`src/verilog/gst_regs.vh`:
```
// Purpose: register map and field layout of the gated 16-bit timer
// Assumes: AXI4-Lite, 32-bit data, one register per aligned word
// Notes: all offsets are byte addresses
`ifndef GST_REGS_VH
`define GST_REGS_VH
`define GST_CTRL_OFS 8'h00
`define GST_GATE_OFS 8'h04
`define GST_COUNT_OFS 8'h08
`define GST_STAT_OFS 8'h0C
`define GST_MASK_OFS 8'h10
`define GST_IRQEN_OFS 8'h14
`define GST_CTRL_ON 0
`define GST_CTRL_SYNC_N 2
`define GST_CTRL_PS_LO 4
`define GST_CTRL_CS 6
`define GST_GATE_SS_LO 0
`define GST_GATE_VAL 2
`define GST_GATE_POL 6
`define GST_GATE_EN 7
`define GST_ST_OVF 0
`define GST_ST_GATE 1
`define GST_IRQEN_PERI 0
`define GST_IRQEN_GLOB 1
`define GST_RESP_OKAY 2'h0
`define GST_RESP_SLVERR 2'h2
`endif

```
`src/verilog/gst_timer.v`:
```
// Purpose: gated 16-bit timer/counter with prescaler and AXI4-Lite registers
// Assumes: one clock; external clock and gate pins are asynchronous
// Notes: instantiate once per timer
//
// Decided for this implementation: the register addresses and the AXI4-Lite slave port.
`include "gst_regs.vh"
`timescale 1ns/1ps
`default_nettype none
module gst_timer #(
  // every instance is this same module; only its place and NUM_GATES may differ
  parameter NUM_GATES = 4
) (
  // clock and reset
  input wire clk,
  input wire rstn,
  // axi4-lite write
  input wire [7:0] s_axi_awaddr,
  input wire s_axi_awvalid,
  output reg s_axi_awready,
  input wire [31:0] s_axi_wdata,
  input wire [3:0] s_axi_wstrb,
  input wire s_axi_wvalid,
  output reg s_axi_wready,
  output reg [1:0] s_axi_bresp,
  output reg s_axi_bvalid,
  input wire s_axi_bready,
  // axi4-lite read
  input wire [7:0] s_axi_araddr,
  input wire s_axi_arvalid,
  output reg s_axi_arready,
  output reg [31:0] s_axi_rdata,
  output reg [1:0] s_axi_rresp,
  output reg s_axi_rvalid,
  input wire s_axi_rready,
  // pins and partner logic
  input wire ext_clk_pin,
  input wire [NUM_GATES-1:0] gate_src,
  input wire auto_conv_trig,
  input wire sleep_mode,
  // outputs
  output reg [15:0] time_base,
  output reg cmp_sync_clk,
  output reg wake_req,
  output reg irq
);
  // address decode used by both read and write paths
  function [2:0] dec;
    input [7:0] a;
    begin
      case (a)
        `GST_CTRL_OFS: dec = 3'h0;
        `GST_GATE_OFS: dec = 3'h1;
        `GST_COUNT_OFS: dec = 3'h2;
        `GST_STAT_OFS: dec = 3'h3;
        `GST_MASK_OFS: dec = 3'h4;
        `GST_IRQEN_OFS: dec = 3'h5;
        default: dec = 3'h7;
      endcase
    end
  endfunction

  reg [7:0] ctrl_reg;
  reg [7:0] gate_reg;
  reg [15:0] cnt_reg;
  reg [1:0] stat_reg;
  reg [1:0] mask_reg;
  reg [1:0] irqen_reg;
  reg [2:0] psc_reg;
  reg [1:0] ext_sync_reg;
  reg ext_prev_reg;
  reg [NUM_GATES-1:0] gate_s1_reg;
  reg [NUM_GATES-1:0] gate_s2_reg;
  reg gval_reg;
  reg [7:0] awaddr_reg;
  reg aw_have_reg;
  reg [31:0] wdata_reg;
  reg [3:0] wstrb_reg;
  reg w_have_reg;

  // synchronisers: first stage read only by second
  always @(posedge clk or negedge rstn)
  begin
    if (!rstn)
    begin
      ext_sync_reg <= 2'h0;
      gate_s1_reg <= {NUM_GATES{1'b0}};
      gate_s2_reg <= {NUM_GATES{1'b0}};
    end
    else
    begin
      ext_sync_reg <= {ext_sync_reg[0], ext_clk_pin};
      gate_s1_reg <= gate_src;
      gate_s2_reg <= gate_s1_reg;
    end
  end

  wire ext_rise = ext_sync_reg[1] & ~ext_prev_reg;
  // internal clock ticks every cycle; external on its synced rising edge
  wire src_tick = ctrl_reg[`GST_CTRL_CS] ? ext_rise : 1'b1;
  wire gate_sel = gate_s2_reg[gate_reg[`GST_GATE_SS_LO +: 2]];
  wire gate_lvl = gate_sel ^ ~gate_reg[`GST_GATE_POL];
  wire gate_ok = ~gate_reg[`GST_GATE_EN] | gate_lvl;
  wire [1:0] psel = ctrl_reg[`GST_CTRL_PS_LO +: 2];
  // prescaler output: divides ticks by 1, 2, 4 or 8
  wire [2:0] psc_mask = (psel == 2'h0) ? 3'h0 :
                        (psel == 2'h1) ? 3'h1 :
                        (psel == 2'h2) ? 3'h3 : 3'h7;
  wire run = ctrl_reg[`GST_CTRL_ON] & gate_ok;
  wire inc = run & src_tick & ((psc_reg & psc_mask) == psc_mask);
  wire wrap = inc & (cnt_reg == 16'hFFFF);
  // gate falling edge seen regardless of gate enable
  wire gate_fall = gval_reg & ~gate_lvl;

  // write-one clear acts only at commit, never while the request waits
  wire wr_commit = aw_have_reg & w_have_reg & ~s_axi_bvalid;
  wire stat_wr = wr_commit & (dec(awaddr_reg) == 3'h3) & wstrb_reg[0];
  wire [1:0] w1c = stat_wr ? wdata_reg[1:0] : 2'h0;

  always @(posedge clk or negedge rstn)
  begin
    if (!rstn)
    begin
      s_axi_awready <= 1'b0;
      s_axi_wready <= 1'b0;
      s_axi_bvalid <= 1'b0;
      s_axi_bresp <= `GST_RESP_OKAY;
      aw_have_reg <= 1'b0;
      w_have_reg <= 1'b0;
      awaddr_reg <= 8'h00;
      wdata_reg <= 32'h0000_0000;
      wstrb_reg <= 4'h0;
      ctrl_reg <= 8'h00;
      gate_reg <= 8'h00;
      mask_reg <= 2'h0;
      irqen_reg <= 2'h0;
    end
    else
    begin
      s_axi_awready <= ~aw_have_reg & ~s_axi_awready & ~s_axi_bvalid;
      s_axi_wready <= ~w_have_reg & ~s_axi_wready & ~s_axi_bvalid;
      if (s_axi_awvalid & s_axi_awready)
      begin
        aw_have_reg <= 1'b1;
        awaddr_reg <= s_axi_awaddr;
        s_axi_awready <= 1'b0;
      end
      if (s_axi_wvalid & s_axi_wready)
      begin
        w_have_reg <= 1'b1;
        wdata_reg <= s_axi_wdata;
        wstrb_reg <= s_axi_wstrb;
        s_axi_wready <= 1'b0;
      end
      if (aw_have_reg & w_have_reg & ~s_axi_bvalid)
      begin
        aw_have_reg <= 1'b0;
        w_have_reg <= 1'b0;
        s_axi_bvalid <= 1'b1;
        s_axi_bresp <= (dec(awaddr_reg) == 3'h7) ? `GST_RESP_SLVERR :
                       `GST_RESP_OKAY;
        if (wstrb_reg[0])
        begin
          case (dec(awaddr_reg))
            3'h0: ctrl_reg <= wdata_reg[7:0];
            // gate value bit is read-only status
            3'h1: gate_reg <= wdata_reg[7:0] & 8'hFB;
            3'h4: mask_reg <= wdata_reg[1:0];
            3'h5: irqen_reg <= wdata_reg[1:0];
            default: ;
          endcase
        end
      end
      if (s_axi_bvalid & s_axi_bready)
        s_axi_bvalid <= 1'b0;
    end
  end

  // register writes commit only when both are held, so count writes too
  wire cnt_commit = aw_have_reg & w_have_reg & ~s_axi_bvalid &
                    (dec(awaddr_reg) == 3'h2);

  always @(posedge clk or negedge rstn)
  begin
    if (!rstn)
    begin
      cnt_reg <= 16'h0000;
      psc_reg <= 3'h0;
      ext_prev_reg <= 1'b0;
      gval_reg <= 1'b0;
      stat_reg <= 2'h0;
      time_base <= 16'h0000;
      cmp_sync_clk <= 1'b0;
      wake_req <= 1'b0;
      irq <= 1'b0;
    end
    else
    begin
      ext_prev_reg <= ext_sync_reg[1];
      gval_reg <= gate_lvl;
      if (run & src_tick)
        psc_reg <= psc_reg + 3'h1;
      if (cnt_commit)
      begin
        // software write beats a coincident trigger clear
        if (wstrb_reg[0])
          cnt_reg[7:0] <= wdata_reg[7:0];
        if (wstrb_reg[1])
          cnt_reg[15:8] <= wdata_reg[15:8];
      end
      else if (auto_conv_trig)
        cnt_reg <= 16'h0000;
      else if (inc)
        cnt_reg <= cnt_reg + 16'h0001;
      // set wins over the write-one clear
      stat_reg[`GST_ST_OVF] <= (stat_reg[`GST_ST_OVF] &
        ~w1c[`GST_ST_OVF]) | (wrap & ~auto_conv_trig);
      stat_reg[`GST_ST_GATE] <= (stat_reg[`GST_ST_GATE] &
        ~w1c[`GST_ST_GATE]) | gate_fall;
      time_base <= cnt_reg;
      cmp_sync_clk <= ctrl_reg[`GST_CTRL_CS] ? ext_sync_reg[1] :
                      psc_reg[0];
      // wake only from an asynchronous external-clock overflow
      wake_req <= sleep_mode & wrap & ctrl_reg[`GST_CTRL_CS] &
                  ctrl_reg[`GST_CTRL_SYNC_N];
      irq <= irqen_reg[`GST_IRQEN_PERI] & irqen_reg[`GST_IRQEN_GLOB] &
             ((stat_reg[`GST_ST_OVF] & mask_reg[`GST_ST_OVF] &
               ctrl_reg[`GST_CTRL_ON]) |
              (stat_reg[`GST_ST_GATE] & mask_reg[`GST_ST_GATE]));
    end
  end

  // read channel: one outstanding read, answer one cycle after accept
  always @(posedge clk or negedge rstn)
  begin
    if (!rstn)
    begin
      s_axi_arready <= 1'b0;
      s_axi_rvalid <= 1'b0;
      s_axi_rdata <= 32'h0000_0000;
      s_axi_rresp <= `GST_RESP_OKAY;
    end
    else
    begin
      s_axi_arready <= ~s_axi_arready & ~s_axi_rvalid & ~s_axi_arvalid;
      if (s_axi_arvalid & ~s_axi_rvalid & ~s_axi_arready)
        s_axi_arready <= 1'b1;
      if (s_axi_arvalid & s_axi_arready)
      begin
        s_axi_arready <= 1'b0;
        s_axi_rvalid <= 1'b1;
        s_axi_rresp <= `GST_RESP_OKAY;
        case (dec(s_axi_araddr))
          3'h0: s_axi_rdata <= {24'h000000, ctrl_reg};
          3'h1: s_axi_rdata <= {24'h000000, gate_reg[7:3], gval_reg,
                                gate_reg[1:0]};
          3'h2: s_axi_rdata <= {16'h0000, cnt_reg};
          3'h3: s_axi_rdata <= {30'h00000000, stat_reg};
          3'h4: s_axi_rdata <= {30'h00000000, mask_reg};
          3'h5: s_axi_rdata <= {30'h00000000, irqen_reg};
          default:
          begin
            s_axi_rdata <= 32'h0000_0000;
            s_axi_rresp <= `GST_RESP_SLVERR;
          end
        endcase
      end
      if (s_axi_rvalid & s_axi_rready)
        s_axi_rvalid <= 1'b0;
    end
  end
endmodule
`default_nettype wire

```
`config.mk`:
```
export PLATFORM = sky130hd
export DESIGN_NAME = gst_timer
export DESIGN_NICKNAME = d
export VERILOG_FILES = /design/src/verilog/gst_timer.v
export VERILOG_INCLUDE_DIRS = /design/src /design/src/verilog
export SDC_FILE = /design/constraint.sdc
export NUM_CORES = 1
export LEC_CHECK = 0
export BUFFER_PORTS_ARGS = -buffer_cell sky130_fd_sc_hd__buf_2
export CELL_PAD_IN_SITES_DETAIL_PLACEMENT = 1
export CELL_PAD_IN_SITES_GLOBAL_PLACEMENT = 2
export CORE_MARGIN = 4
export CORE_UTILIZATION = 37
export DETAILED_ROUTE_END_ITERATION = 6
export PLACE_DENSITY = 0.95
export SLEW_MARGIN = 20
export SYNTH_ARGS = -nofsm -noshare
export SYNTH_HDL_FRONTEND = slang
export SYNTH_SLANG_ARGS = --single-unit
```
`constraint.sdc`:
```
create_clock -name clk -period 3.58 [get_ports clk]
set_clock_uncertainty 0.15 [all_clocks]
set_input_delay 0.358 -clock clk [delete_from_list [all_inputs] [get_ports clk]]
set_output_delay 0.358 -clock clk [all_outputs]
set_load 0.01 [all_outputs]
```
==> results.cfg <==
[clock_tree]
cts_resized = 0
postCtsSetupRepairBufs = 0
clockBufferDepth = 2
cts_hold_buffers = 8
numCtsBuffers = 17
h-tree-depth = 4
path_clk_slew_ns = 0.06
clkLatencyLatePin_ns = 0.41
cts_tree = built
clockRootBuffer = clkbuf_16
clock-sinks = 122

[global_route]
grt_pass1_wl_mm = 22.77
antenna_found_initial = 0
grt_max_degree = 64
track_usage_pct = 17.61
overflow = 0
grt_pass1_vias = 4131

[detailed_routing]
drt-initial-drc-count = 234
wirelength_mm = 13.81
remaining_drc_errors = 0
wl_per_cell_um = 17.98
vias = 4017
vias_per_cell = 5.230
drtAntennaViolNets = 0
drtPass1Iterations = 4

[pwr]
p_leak_uw = 0.003173
power_frac_clock_pct = 40.2
p_per_area_nw_per_um2 = 636.5
irDropWorstVdd_uv = 362.2
p_seq_share_pct = 45.2
internal_power_uw = 3057
swShare_pct = 27.97
power.switching_uw = 1187
p_comb_share_pct = 14.6

[synth]
synthFlopType = dfrtp_1
netlist_area_um2 = 5413
synth_top_area_cell = dfrtp_1
synth.distinct_cells = 57
synth_commonest_cells = dfrtp_1 (122), nand2_1 (46), mux2_2 (44)
synth_edf_count = 0
yosysMostFrequentCell = dfrtp_1
ys_warn_count = 0
synth.avg_cell_area_um2 = 11.49
postSynth.asyncResetShare_pct = 100.0
syn_inst = 471
ys_top_cells_by_area = dfrtp_1 (56%), mux2_2 (9.2%), nand2_1 (3.2%)
synth_seq_cells = 122
synth_top_area_share_pct = 56.40
seq_area_frac_synth_pct = 56.40

[critical_path]
rr_startpoint = gate_reg[0]
crit_fanout = 8
regToRegSetupSlack_ns = 0.80
end_kind = flip-flop
worstRegToRegCells = 7
path_class = in2reg
critical_path_arrival_ns = 2.91
crit_required_ns = 3.72
rr_endpoint = cnt_reg[0]
worst_setup_path_start_kind = primary input

[min_path]
min_path_type = in2reg
whs_path_depth = 2
whs_endpoint = wdata_reg[15]
hold_path_startpoint = s_axi_wdata[15]

[cells_and_area]
seqCellArea_um2 = 3053
fillCellCount = 1555
nNetsFinal = 645
multi_input_area_um2 = 2183
antenna_cells = 0
drive_gt1_share_pct = 30.27
area_growth_syn_to_layout_pct = 23.19

[floorplan]
ios = 126
dieHeight_um = 129.0
rows = 43
initial_core_util_pct = 38.40
dieArea_um2 = 16630
die-width_um = 129.0
coreArea_um2 = 14100

[sta]
period_share_pct = 77.55
rsz0062_at_grt = false
setup_violations = 0
layout_setup_ws_ns = 0.8036
slew_violations = 0
max_freq_ghz = 0.3602
fin_hold_ws_ns = 0.02171
fin_crit_ns = 2.776
final-hold-violation-count = 0
slew_headroom_pct = 41.47
worst_pin_slew_ns = 0.8759
fin_tns_setup_ns = 0

[run]
maxCapViolCount = 0

[place]
dp_worst_setup_slack_ns = 0.3587
io_buffers = 89
dp_hpwl_mm = 9.938
gp_congestion = 0.8642

[outcome]
outcome = finished clean
[placed cells by master (no fill, tap or decap), types with 5 or more instances in the layout]
cell type        n
mux2_1           5
inv_1           11
dlygate4sd3_1    8
mux2i_1          7
nand2_1         46
o21ai_1         24
nor3_1           9
clkbuf_16       17
a21oi_1         11
o21ai_0          8
a22oi_1          7
clkinv_2         6
a2bb2oi_1        7
nand3_1         15
mux2_2          44
nand4_1          7
a221o_1          8
nor2_1          33
conb_1          18
dfrtp_1        122
buf_2           88
[kinds of logic after synthesis]
group | share of synthesized area (%)
AOI/OAI and AO/OA | 11.81
xor gates and xnor gates | 0.9709
adders and majority gates | 0.9247
buffers and inverters | 4.438
DFF | 56.40
muxes | 11.90
other | 0.06928
and+or+nand+nor | 13.48
[metal layers]
layer / wire length [um] / GRT usage, %
met4: 261 / 6.918
met1: 6138 / 23.07
met5: 0 / 0
met2: 6638 / 28.20
met3: 766 / 4.359
[through the flow]
step	cell area, um^2	cells	power, uW	util, %
floorplan	5477	488	2282	-
global placement	5993	728	2502	42.52
detailed placement	5993	728	2561	42.52
CTS	6668	768	4291	47.30
global route	6668	768	4452	47.30
finish	6668	768	4244	47.30
[layout make-up]
cell class,count,area share [%]
clock inverters,13,2.271
inverters,11,0.6193
repair buffers,101,8.557
multi-input cells,322,32.75
flip-flops and latches,122,45.79
clock buffers,19,6.643
well taps,180,3.378
[worst max-delay path, cell delays in order]
cell,delay [ns]
buf_2,0.09
or4_1,0.59
or4b_4,0.56
ha_1,0.29
inv_1,0.04
o311ai_2,0.57
nor2_1,0.10
a221o_1,0.30
[power groups by stage]
stage          Clock [uW]  Combinational [uW]  Sequential, uW
3_5_place_dp            0                 625            1940
3_3_place_gp            0                 590            1910
2_1_floorplan           0                 451            1830
6_report             1710                 620            1920
4_1_cts              1740                 635            1920
5_1_grt              1800                 692            1960
[worst max path at each step]
stage,startpoint,to,cells after the start
finish,s_axi_araddr[7],s_axi_rdata[5],8
global route,s_axi_araddr[7],s_axi_rdata[7],11
CTS,gate_reg[0],cnt_reg[0],7
detailed placement,s_axi_araddr[7],s_axi_rdata[7],8
global placement,s_axi_araddr[7],s_axi_rdata[2],8
floorplan,s_axi_araddr[7],s_axi_rdata[2],7
(Power assumes the default switching activity.)
